--- src/cpmld_pkg.sv ---
// ----------------------------------------------------------------
// Charge pump mode and lock detect: shared constants and types
// ----------------------------------------------------------------
package cpmld_pkg;

    // APB register byte offsets
    localparam logic [7:0] CPMLD_CTRL_OFS = 8'h00;
    localparam logic [7:0] CPMLD_GAIN_OFS = 8'h04;
    localparam logic [7:0] CPMLD_STAT_OFS = 8'h08;
    localparam logic [7:0] CPMLD_IRQ_STAT_OFS = 8'h0c;
    localparam logic [7:0] CPMLD_IRQ_MASK_OFS = 8'h10;

    // Field positions inside the status word
    localparam int CPMLD_STAT_LOCK_BIT = 0;
    localparam int CPMLD_STAT_SPEEDUP_BIT = 1;
    localparam int CPMLD_STAT_ACC_LSB = 4;

    // Interrupt status and mask bit positions
    localparam int CPMLD_IRQ_LOCK_GAIN = 0;
    localparam int CPMLD_IRQ_LOCK_LOSS = 1;
    localparam int CPMLD_IRQ_ACC_WRAP = 2;
    localparam int CPMLD_IRQ_BITS = 3;

    // Values after reset
    localparam logic [5:0] CPMLD_CTRL_RST = 6'h00;
    localparam logic [13:0] CPMLD_GAIN_RST = 14'h0000;
    localparam logic [2:0] CPMLD_MASK_RST = 3'h0;

    // Fractional modulus for each setting of the modulus select bit
    localparam logic [3:0] CPMLD_Q_WIDE = 4'h8;
    localparam logic [3:0] CPMLD_Q_NARROW = 4'h5;

    // Compensation window length in reference input cycles
    localparam int CPMLD_WIN_STAGES = 3;

    // Control word: bits [5:0] of the control register
    typedef struct packed {
        logic [2:0] fraction_step;
        logic modulus_select;
        logic aux_path_enable;
        logic main_path_enable;
    } cpmld_ctrl_t;

    // Gain word: bits [13:0] of the gain register
    typedef struct packed {
        logic [3:0] integral_gain_code;
        logic [1:0] speedup_shift_code;
        logic [7:0] pump_gain_code;
    } cpmld_gain_t;

    // Scaled codes to the analog pump DACs
    typedef struct packed {
        logic [12:0] prop_pump_code;
        logic [7:0] prop_comp_code;
        logic [15:0] int_pump_code;
        logic [10:0] int_comp_code;
    } cpmld_dac_t;

    // Pump switch enables driven from the main phase detector
    typedef struct packed {
        logic prop_up;
        logic prop_down;
        logic int_up;
        logic int_down;
    } cpmld_pump_t;

endpackage

--- src/cpmld_core.sv ---
`timescale 1ns/1ns
// How it works
// - Pumps driven by main detector, DAC-scaled magnitudes
// - Compensation from accumulator, DAC codes, reference timing
// - Compensation one reference cycle either side
// - Speed-up while latch high after A word
// - Normal proportional: gain code plus compensation
// - Compensation term is accumulator over 128
// - Integral pump zero in normal mode
// - Speed-up adds terms scaled by 2^(shift+1)
// - Integral speed-up terms times integral gain
// - Lock flag needs both detectors locked
// - Lock means within one reference cycle
// - Disabled path counts as locked
// - Accumulator adds step modulo Q on each main divider pulse
// - Main counter runs only when enabled
module cpmld_core (
    input wire logic core_clk_in,
    input wire logic sys_rst_in,
    input wire logic psel_in,
    input wire logic penable_in,
    input wire logic pwrite_in,
    input wire logic [7:0] paddr_in,
    input wire logic [31:0] pwdata_in,
    output logic [31:0] prdata_out,
    output logic pready_out,
    output logic pslverr_out,
    input wire logic reference_input_in,
    input wire logic ref_div_early_in,
    input wire logic aux_ref_pulse_in,
    input wire logic main_div_pulse_in,
    input wire logic aux_div_pulse_in,
    input wire logic serial_latch_in,
    input wire logic a_word_loaded_in,
    output cpmld_pkg::cpmld_dac_t dac_out,
    output cpmld_pkg::cpmld_pump_t pump_out,
    output logic main_cmp_pulse_out,
    output logic comp_en_out,
    output logic lock_out,
    output logic irq_out
);
    import cpmld_pkg::*;

    // ------------------------------------------------------------
    // Declarations
    // ------------------------------------------------------------
    cpmld_ctrl_t ctrl_reg, ctrl_next;
    cpmld_gain_t gain_reg, gain_next;
    cpmld_dac_t dac_reg, dac_next;
    cpmld_pump_t pump_reg, pump_next;
    logic [2:0] mask_reg, mask_next;
    logic [2:0] irq_stat_reg, irq_stat_next;
    logic [2:0] irq_ev;
    logic [31:0] prdata_reg, prdata_next;
    logic pready_reg, pready_next;
    logic pslverr_reg, pslverr_next;
    logic irq_reg, irq_next;
    logic ref_q_reg, ref_edge;
    logic speedup_reg, speedup_next;
    logic [2:0] acc_reg, acc_next;
    logic [3:0] acc_sum, q_val;
    logic acc_wrap, main_div_ev;
    logic [CPMLD_WIN_STAGES-1:0] win_reg, win_next;
    logic comp_en_reg, comp_en_next;
    logic lock_reg, lock_next;
    logic [4:0] pow_val, mult_val;
    logic [1:0] det_ref_ev, det_div_ev, det_en, det_lock;
    logic [1:0] det_pr_next, det_pd_next;
    logic apb_setup, apb_access;

    // ------------------------------------------------------------
    // APB slave, registers and interrupt status
    // ------------------------------------------------------------
    // Read data is latched in the setup cycle, so every answer has one wait-free access
    always_comb begin
        apb_setup = psel_in && !penable_in;
        apb_access = psel_in && penable_in && pready_reg;
        ctrl_next = ctrl_reg;
        gain_next = gain_reg;
        mask_next = mask_reg;
        irq_stat_next = irq_stat_reg | irq_ev;
        prdata_next = prdata_reg;
        pslverr_next = pslverr_reg;
        pready_next = apb_setup;
        if (apb_setup) begin
            pslverr_next = 1'b0;
            prdata_next = 32'h0000_0000;
            case (paddr_in)
                CPMLD_CTRL_OFS: prdata_next[5:0] = ctrl_reg;
                CPMLD_GAIN_OFS: prdata_next[13:0] = gain_reg;
                CPMLD_STAT_OFS: begin
                    prdata_next[CPMLD_STAT_LOCK_BIT] = lock_reg;
                    prdata_next[CPMLD_STAT_SPEEDUP_BIT] = speedup_reg;
                    prdata_next[CPMLD_STAT_ACC_LSB +: 3] = acc_reg;
                end
                CPMLD_IRQ_STAT_OFS: prdata_next[2:0] = irq_stat_reg;
                CPMLD_IRQ_MASK_OFS: prdata_next[2:0] = mask_reg;
                default: pslverr_next = 1'b1;
            endcase
        end
        if (apb_access && pwrite_in && !pslverr_reg) begin
            case (paddr_in)
                CPMLD_CTRL_OFS: ctrl_next = pwdata_in[5:0];
                CPMLD_GAIN_OFS: gain_next = pwdata_in[13:0];
                CPMLD_IRQ_MASK_OFS: mask_next = pwdata_in[2:0];
                default: ;
            endcase
        end
        // Read clears only the bits it returned, so a later event is never lost
        if (apb_access && !pwrite_in && paddr_in == CPMLD_IRQ_STAT_OFS) begin
            irq_stat_next = (irq_stat_reg & ~prdata_reg[2:0]) | irq_ev;
        end
        irq_next = |(irq_stat_next & mask_next);
    end

    always_ff @(posedge core_clk_in) begin
        if (sys_rst_in) begin
            ctrl_reg <= CPMLD_CTRL_RST;
            gain_reg <= CPMLD_GAIN_RST;
            mask_reg <= CPMLD_MASK_RST;
            irq_stat_reg <= 3'h0;
            prdata_reg <= 32'h0000_0000;
            pready_reg <= 1'b0;
            pslverr_reg <= 1'b0;
            irq_reg <= 1'b0;
        end else begin
            ctrl_reg <= ctrl_next;
            gain_reg <= gain_next;
            mask_reg <= mask_next;
            irq_stat_reg <= irq_stat_next;
            prdata_reg <= prdata_next;
            pready_reg <= pready_next;
            pslverr_reg <= pslverr_next;
            irq_reg <= irq_next;
        end
    end

    // ------------------------------------------------------------
    // Mode, fractional accumulator, window and DAC codes
    // ------------------------------------------------------------
    // Reference input is synchronous, so a one-flop edge detect is safe
    always_comb begin
        ref_edge = reference_input_in && !ref_q_reg;
        speedup_next = serial_latch_in && (speedup_reg || a_word_loaded_in);
        main_div_ev = main_div_pulse_in && ctrl_reg.main_path_enable;
        q_val = ctrl_reg.modulus_select ? CPMLD_Q_WIDE : CPMLD_Q_NARROW;
        acc_sum = {1'b0, acc_reg} + {1'b0, ctrl_reg.fraction_step};
        acc_wrap = main_div_ev && (acc_sum >= q_val);
        acc_next = main_div_ev ? 3'(acc_sum % q_val) : acc_reg;
        // Stage 0 is the cycle before the comparator pulse, stage 2 the one after
        win_next = ref_edge ? {win_reg[1:0], ref_div_early_in} : win_reg;
        comp_en_next = (|win_next) && (acc_next != 3'h0);
        pow_val = 5'h01 << ({3'h0, gain_reg.speedup_shift_code} + 5'h01);
        mult_val = speedup_reg ? (5'h01 + pow_val) : 5'h01;
        dac_next = dac_reg;
        // Codes move only on reference edges so the pumps never glitch mid-cycle
        if (ref_edge) begin
            dac_next.prop_pump_code = 13'(gain_reg.pump_gain_code) * 13'(mult_val);
            dac_next.prop_comp_code = 8'(acc_reg) * 8'(mult_val);
            if (speedup_reg) begin
                dac_next.int_pump_code = 16'(gain_reg.pump_gain_code) * 16'(pow_val)
                    * 16'(gain_reg.integral_gain_code);
                dac_next.int_comp_code = 11'(acc_reg) * 11'(pow_val)
                    * 11'(gain_reg.integral_gain_code);
            end else begin
                dac_next.int_pump_code = 16'h0000;
                dac_next.int_comp_code = 11'h000;
            end
        end
        // Integral switches follow the detector only in speed-up mode
        pump_next.prop_up = det_pr_next[0];
        pump_next.prop_down = det_pd_next[0];
        pump_next.int_up = det_pr_next[0] && speedup_next;
        pump_next.int_down = det_pd_next[0] && speedup_next;
        lock_next = (det_lock[0] || !det_en[0]) && (det_lock[1] || !det_en[1]);
        irq_ev = '0;
        irq_ev[CPMLD_IRQ_LOCK_GAIN] = lock_next && !lock_reg;
        irq_ev[CPMLD_IRQ_LOCK_LOSS] = !lock_next && lock_reg;
        irq_ev[CPMLD_IRQ_ACC_WRAP] = acc_wrap;
    end

    always_ff @(posedge core_clk_in) begin
        if (sys_rst_in) begin
            ref_q_reg <= 1'b0;
            speedup_reg <= 1'b0;
            acc_reg <= 3'h0;
            win_reg <= '0;
            comp_en_reg <= 1'b0;
            dac_reg <= '0;
            pump_reg <= '0;
            lock_reg <= 1'b0;
        end else begin
            ref_q_reg <= reference_input_in;
            speedup_reg <= speedup_next;
            acc_reg <= acc_next;
            win_reg <= win_next;
            comp_en_reg <= comp_en_next;
            dac_reg <= dac_next;
            pump_reg <= pump_next;
            lock_reg <= lock_next;
        end
    end

    // ------------------------------------------------------------
    // Phase detectors: index 0 main, index 1 auxiliary
    // ------------------------------------------------------------
    assign det_en = {ctrl_reg.aux_path_enable, ctrl_reg.main_path_enable};
    assign det_ref_ev = {aux_ref_pulse_in, ref_edge && win_reg[0]};
    assign det_div_ev = {aux_div_pulse_in && det_en[1], main_div_ev};

    for (genvar i = 0; i < 2; i++) begin : g_det
        logic pr_reg, pr_next, pd_reg, pd_next, aged_reg, aged_next, lk_reg, lk_next;

        // Lock holds when the partner edge comes before the next reference edge
        always_comb begin
            pr_next = pr_reg;
            pd_next = pd_reg;
            aged_next = aged_reg;
            lk_next = lk_reg;
            if (!det_en[i]) begin
                pr_next = 1'b0;
                pd_next = 1'b0;
                aged_next = 1'b0;
            end else if (det_ref_ev[i] && det_div_ev[i]) begin
                pr_next = 1'b0;
                pd_next = 1'b0;
                lk_next = 1'b1;
            end else if (det_ref_ev[i] || det_div_ev[i]) begin
                if ((det_ref_ev[i] && pd_reg) || (det_div_ev[i] && pr_reg)) begin
                    lk_next = !aged_reg;
                    pr_next = 1'b0;
                    pd_next = 1'b0;
                end else begin
                    lk_next = lk_reg && !(pr_reg || pd_reg);
                    pr_next = det_ref_ev[i];
                    pd_next = det_div_ev[i];
                end
                aged_next = 1'b0;
            end else if (ref_edge && (pr_reg || pd_reg)) begin
                if (aged_reg) begin
                    lk_next = 1'b0;
                    pr_next = 1'b0;
                    pd_next = 1'b0;
                end
                aged_next = 1'b1;
            end
        end

        always_ff @(posedge core_clk_in) begin
            if (sys_rst_in) begin
                pr_reg <= 1'b0;
                pd_reg <= 1'b0;
                aged_reg <= 1'b0;
                lk_reg <= 1'b0;
            end else begin
                pr_reg <= pr_next;
                pd_reg <= pd_next;
                aged_reg <= aged_next;
                lk_reg <= lk_next;
            end
        end

        assign det_lock[i] = lk_reg;
        assign det_pr_next[i] = pr_next;
        assign det_pd_next[i] = pd_next;
    end

    // ------------------------------------------------------------
    // Outputs
    // ------------------------------------------------------------
    assign prdata_out = prdata_reg;
    assign pready_out = pready_reg;
    assign pslverr_out = pslverr_reg;
    assign dac_out = dac_reg;
    assign pump_out = pump_reg;
    assign main_cmp_pulse_out = win_reg[1];
    assign comp_en_out = comp_en_reg;
    assign lock_out = lock_reg;
    assign irq_out = irq_reg;
endmodule // cpmld_core

--- config.mk ---
export PLATFORM = sky130hd
export DESIGN_NAME = cpmld_core
export DESIGN_NICKNAME = d
export VERILOG_FILES = /design/src/cpmld_pkg.sv /design/src/cpmld_core.sv
export SDC_FILE = /design/constraint.sdc
export NUM_CORES = 1
export LEC_CHECK = 0
export BUFFER_PORTS_ARGS = -buffer_cell sky130_fd_sc_hd__clkbuf_2
export CAP_MARGIN = 40
export CORE_UTILIZATION = 30
export DETAILED_ROUTE_END_ITERATION = 8
export PLACE_DENSITY = 0.53
export SKIP_LAST_GASP = 1
export SLEW_MARGIN = 20
export SYNTH_ARGS = -nofsm -noshare
export SYNTH_HDL_FRONTEND = slang
export SYNTH_SLANG_ARGS = --single-unit
--- constraint.sdc ---
create_clock -name core_clk_in -period 6.8 [get_ports core_clk_in]
set_input_delay 1.36 -clock core_clk_in [delete_from_list [all_inputs] [get_ports core_clk_in]]
set_output_delay 1.36 -clock core_clk_in [all_outputs]
set_load 0.005 [all_outputs]
* Yosys cells after proc, flatten, opt, wreduce, memory -nomap -nowiden
Index checks and enable logic that the tools add are counted.
** Word-level totals
- Flip-flop bits (word level) :: 111
- Output and inout port bits :: 90
- Logic and storage cells :: 175
** Cells by class
- Add/subtract/negate cells :: 3
- Multipliers :: 6
- Divide/modulo/power cells :: 1
- Magnitude comparators :: 1
- Equality and inequality tests :: 4
- Shift operators :: 1
- Muxes and demuxes :: 45
- Bitwise operators :: 9
- Reduce and logical (&&, ||, !) cells :: 72
** Operators by type and width (count)
- $mux 1 :: 31
- $logic_and 1x1->1 :: 29
- $mux 27 :: 1
- $mul 8x5->13 :: 2
- $eq 8x4->1 const B :: 2
- $mul 13x4->16 :: 1
- $mul 3x5->8 :: 2
- $mux 3 :: 5
- $reduce_bool 3->1 :: 5
- $logic_not 1->1 :: 12
- $mul 8x4->11 :: 1
- $pmux 2 s5 :: 1
- $reduce_and 2->1 :: 5
- $logic_or 1x1->1 :: 9
- $reduce_or 3->1 :: 3
- $eq 8x3->1 const B :: 1
- $eq 8x5->1 const B :: 1
- $logic_not 8->1 :: 1
- $mux 7 :: 1
- $and 3x3->3 :: 2
- $or 3x3->3 :: 2
- $pmux 2 s3 :: 1
- $reduce_and 3->1 :: 2
- $reduce_bool 2->1 :: 3
- other kinds (14) :: 19

* Longest topological paths before layout
- Depth after elaboration :: 10
- Gate-level depth with buffers :: 30

* Least setup slack after synthesis
No wires, ideal clock.
- Path type :: reg-to-reg
- Start point :: register gain_reg[9] (netlist name)
- End point :: register dac_reg, in the netlist dac_out[25]
- Arrival time :: 6.541 ns
- Data required time :: 6.683 ns
- Slack :: 0.142 ns
- Stages on the path, launching flop included :: 28
- Buffers on the path :: 1
- Clock period less this slack :: 6.658 ns
- Cell sequence :: dfxtp_1 nor2b_1 clkbuf_1 and2_1 fa_1 fa_1 inv_1 fa_1 inv_1 ha_1 o21a_1 o31a_1 o21a_1 nor2_1 o21bai_1 a21oi_1 mux2i_1 fa_1 inv_1 fa_1 inv_1 ha_1 and3_1 and3_1 o41ai_1 a21boi_0 or3_1 a32o_1
** On the way
- Cells in the longest elaborated chain, start to end :: 5
** RTL lines
- start, declared :: RTL line cpmld_core.sv:48 : cpmld_gain_t gain_reg, gain_next;
- start signal, assigned :: RTL line cpmld_core.sv:128 : gain_reg <= gain_next;
- $add 2x1->3 :: RTL line cpmld_core.sv:153 : pow_val = 5'h01 << ({3'h0, gain_reg.speedup_shift_code} + 5'h01);
- $shl 1x3->5 :: RTL line cpmld_core.sv:153
- $mul 8x5->13 :: RTL line cpmld_core.sv:161 : dac_next.int_pump_code = 16'(gain_reg.pump_gain_code) * 16'(pow_val)
- $mul 13x4->16 :: RTL line cpmld_core.sv:162 : * 16'(gain_reg.integral_gain_code);
- $mux 27 :: RTL line cpmld_core.sv:160 : if (speedup_reg) begin
- end signal, assigned :: RTL line cpmld_core.sv:198 : dac_reg <= dac_next;
- end, declared :: RTL line cpmld_core.sv:49 : cpmld_dac_t dac_reg, dac_next;
No other way between the ends.
A chain may end at the register's enable or synchronous reset.

* Final worst setup path
Ends and elaborated chain as after synthesis.

==> parameters.txt <==
Parameter                              Value

Run status
  Run status ... finished with violations
  Failing checks ... design-rule violations

Placement
  Placed cell areas ... 11200 µm²
  Port Buffer Count ... 105
  DP HPWL ... 19.7 mm
  Placer Congestion ... 0.866

STA
  Slew Limit Headroom ... 47.2%
  Max-slew violation count ... 0
  Final setup violating endpoints ... 0
  Setup Total Neg Slack ... 0 ns
  Tightest Pin Transition ... 0.791 ns
  Fmax ... 0.156 GHz
  Final critical-path required period ... 6.41 ns
  Worst clock skew ... 0.0162 ns
  Period Utilization, post-route ... 94.3%
  Number of failing hold endpoints at the final stage ... 0

Yosys
  Most used standard cells in the synthesized netlist ... 203 x sky130_fd_sc_hd__nand2_1, 140 x sky130_fd_sc_hd__inv_1, 111 x sky130_fd_sc_hd__dfxtp_1
  Cell with the most instances after synthesis ... sky130_fd_sc_hd__nand2_1
  Fraction of post-synthesis cell area in the top cell type by area ... 21.8%
  Number of enable flip-flop cells after synthesis ... 0
  Post-synthesis cell area ... 10200 µm²
  Share of synthesized cell area in and, or, nand and nor gates ... 22.1%
  Mean area per synthesized cell ... 7.92 µm²
  Post-synthesis instance total ... 1284
  Flop and latch count out of synthesis ... 111
  Multiplexer share of the synthesized area ... 1.01%
  Largest family of logic cells by synthesized area ... adder cells
  Complex-gate fraction of the synthesized area ... 14.1%
  Primary FF master, synth ... sky130_fd_sc_hd__dfxtp_1
  Area leader, netlist ... sky130_fd_sc_hd__dfxtp_1
  XOR/XNOR Fraction of Synth Area ... 3.78%
  Cell types with the largest area share after synthesis ... sky130_fd_sc_hd__dfxtp_1 22%, sky130_fd_sc_hd__fa_1 16%, sky130_fd_sc_hd__ha_1 12%, sky130_fd_sc_hd__nand2_1 7.5%, sky130_fd_sc_hd__a21oi_1 5.2%
  Adder-cell area share of the yosys netlist ... 28.0%
  Async set or reset register ratio after synthesis ... 0%
  Share of synthesized area occupied by flip-flops and latches ... 21.8%
  Number of distinct library cells after synthesis ... 61
  Yosys Warn Count ... 0

Worst setup path
  Maximum fanout count along the critical path ... 7
  Setup slack, reg-to-reg ... 0.39 ns
  Critical path class ... register to register
  Kind of capture point of the worst setup path ... register
  Critical path data arrival time ... 6.69 ns
  Required time at the worst-slack endpoint ... 7.07 ns
  Crit start category ... register

Clock tree
  Number of clock sinks ... 111
  CTS tree ... built
  Postcts setup bufs ... 0
  Post-CTS Hold Fix Bufs ... 0
  Buffer depth of the longest clock path ... 2
  Post-CTS Resized ... 0
  Root buffer cell ... sky130_fd_sc_hd__clkbuf_16
  Insertion delay to the later sink of the worst-skew pair ... 0.38 ns
  Num CTS Buffers ... 9
  Clk slew on worst S/H paths ... 0.09 ns
  H-tree lvl count ... 3

Finish
  Number of nets in the layout ... 1607
  Synth-to-layout area growth ... 13.8%
  Antenna Cells ... 0
  Post-layout instance area ... 11600 µm²
  Share of post-route cells with drive strength above 1 ... 12.9%
  Number of flip-flops under the largest register name ... 48
  Layout filler cell count ... 3599

Global routing
  Global route overflow ... 0
  Pin count of the biggest net entering global routing ... 57
  Antenna violations before repair ... 1
  First-pass GRT wire length ... 40.8 mm
  Via count of the first global-routing pass ... 8191
  Global-route total usage across every layer ... 14.8%

Route
  Avg WL per Cell ... 13.7 µm
  DRC violation count after routing ... 2
  Average vias per placed instance ... 4.71
  Iteration-0 DRC Markers ... 407
  Total wire length after detailed routing ... 25.1 mm
  Post-route ant nets ... 0
  Overall via count from detail_route ... 8616
  Number of iterations in the first detailed-routing pass ... 8

Die
  Number of standard-cell rows in the floorplan ... 67
  Core area ... 33400 µm²
  I/O pin count ... 142
  Die height ... 186 µm
  Die Span X ... 186 µm
  Initial Utilization ... 30.4%
  Area of the die ... 34700 µm²

Pwr
  Static leakage power ... 5.56 nW
  Worst voltage drop across the vdd grid ... 0.000114 V
  Post-route total power ... 1.32 mW
  Total power divided by cell area ... 114 nW/µm²

Flow run
  Max-Cap Viols ... 0

Hold path
  Worst hold path type ... register to register
[stage by stage]
step	cells	setup WS, ns	utilization [%]	hold WS [ns]
after global placement	1811	0.124	33.5	0.441
final	1828	0.387	34.6	0.449
after global routing	1828	-0.0205	34.6	0.469
after detailed placement	1812	0.0595	33.5	0.443
after CTS	1828	0.0140	34.5	0.456
after floorplan	1315	0.142	-	0.440
[cell families after synthesis]
| family | Yosys count |
|---|---|
| AOI/OAI and AO/OA | 236 |
| xor gates and xnor gates | 43 |
| adders and majority gates | 180 |
| buffers and inverters | 229 |
| DFF | 111 |
| muxes | 10 |
| other | 2 |
| and+or+nand+nor | 473 |
[worst paths after layout]
| kind | from | cells after the start | end |
|---|---|---|---|
| worst max-delay path | gain_reg[9]$_SDFFE_PP0P_ | 27 | dac_out[25]$_SDFFE_PP0P_ |
| worst min-delay path | dac_out[10]$_SDFFE_PP0P_ | 2 | dac_out[10]$_SDFFE_PP0P_ |
| worst max register to register | gain_reg[9]$_SDFFE_PP0P_ | 27 | dac_out[25]$_SDFFE_PP0P_ |
| worst min register to register | dac_out[10]$_SDFFE_PP0P_ | 2 | dac_out[10]$_SDFFE_PP0P_ |
[cell usage in the layout, fill, tap and decap left out, drive strengths merged, types with 34 or more instances in the layout]
cell type / count
nand2: 203
fa: 79
a21oi: 105
inv: 143
nor2: 73
o21ai: 44
dfxtp: 111
buf: 34
and2: 60
clkbuf: 113
ha: 101
[where the power goes]
part	switching, mW	internal, mW
sequential	0.00577	0.656
combinational	0.0590	0.0281
clock	0.305	0.266
total	0.370	0.949
[layout make-up]
cell class / instances / area [µm²] / share of cell area, %
Clock inverter: 7 / 85.1 / 0.735
Tap cell: 448 / 561 / 4.84
Timing Repair Buffer: 138 / 773 / 6.68
Clock buffer: 9 / 225 / 1.95
Inverter: 140 / 526 / 4.54
Sequential cell: 111 / 2230 / 19.2
Multi-Input combinational cell: 975 / 7180 / 62.0
[routing by layer]
layer | share of wire, % | GRT usage, % | wire length [µm] | vias to the layer above
met5 | 0 | 0 | 0 | -
met4 | 1.1 | 3.48 | 279 | 0
met2 | 48 | 25.4 | 12000 | 160
met1 | 47 | 19.3 | 11700 | 4083
li1 | - | - | - | 4353
met3 | 3.9 | 2.47 | 986 | 20
[worst max-delay path, cell delays in order (launching register included)]
cell,delay (ns)
sky130_fd_sc_hd__dfxtp_4,0.38
sky130_fd_sc_hd__buf_4,0.16
sky130_fd_sc_hd__and3_1,0.18
sky130_fd_sc_hd__fa_1,0.50
sky130_fd_sc_hd__fa_1,0.54
sky130_fd_sc_hd__inv_1,0.06
sky130_fd_sc_hd__fa_1,0.53
sky130_fd_sc_hd__inv_1,0.04
sky130_fd_sc_hd__ha_1,0.30
sky130_fd_sc_hd__buf_4,0.15
sky130_fd_sc_hd__nand2_1,0.08
sky130_fd_sc_hd__o21ai_2,0.08
sky130_fd_sc_hd__o31ai_2,0.19
sky130_fd_sc_hd__buf_4,0.16
sky130_fd_sc_hd__xnor2_1,0.10
sky130_fd_sc_hd__and2_1,0.19
sky130_fd_sc_hd__fa_1,0.48
sky130_fd_sc_hd__inv_1,0.06
sky130_fd_sc_hd__fa_1,0.54
sky130_fd_sc_hd__inv_1,0.04
sky130_fd_sc_hd__ha_1,0.32
sky130_fd_sc_hd__a21o_1,0.20
sky130_fd_sc_hd__a21oi_2,0.16
sky130_fd_sc_hd__inv_1,0.07
sky130_fd_sc_hd__a21oi_1,0.14
sky130_fd_sc_hd__a21boi_0,0.10
sky130_fd_sc_hd__or3_1,0.32
sky130_fd_sc_hd__a32o_1,0.25
Power figures use the tool's default switching activity.
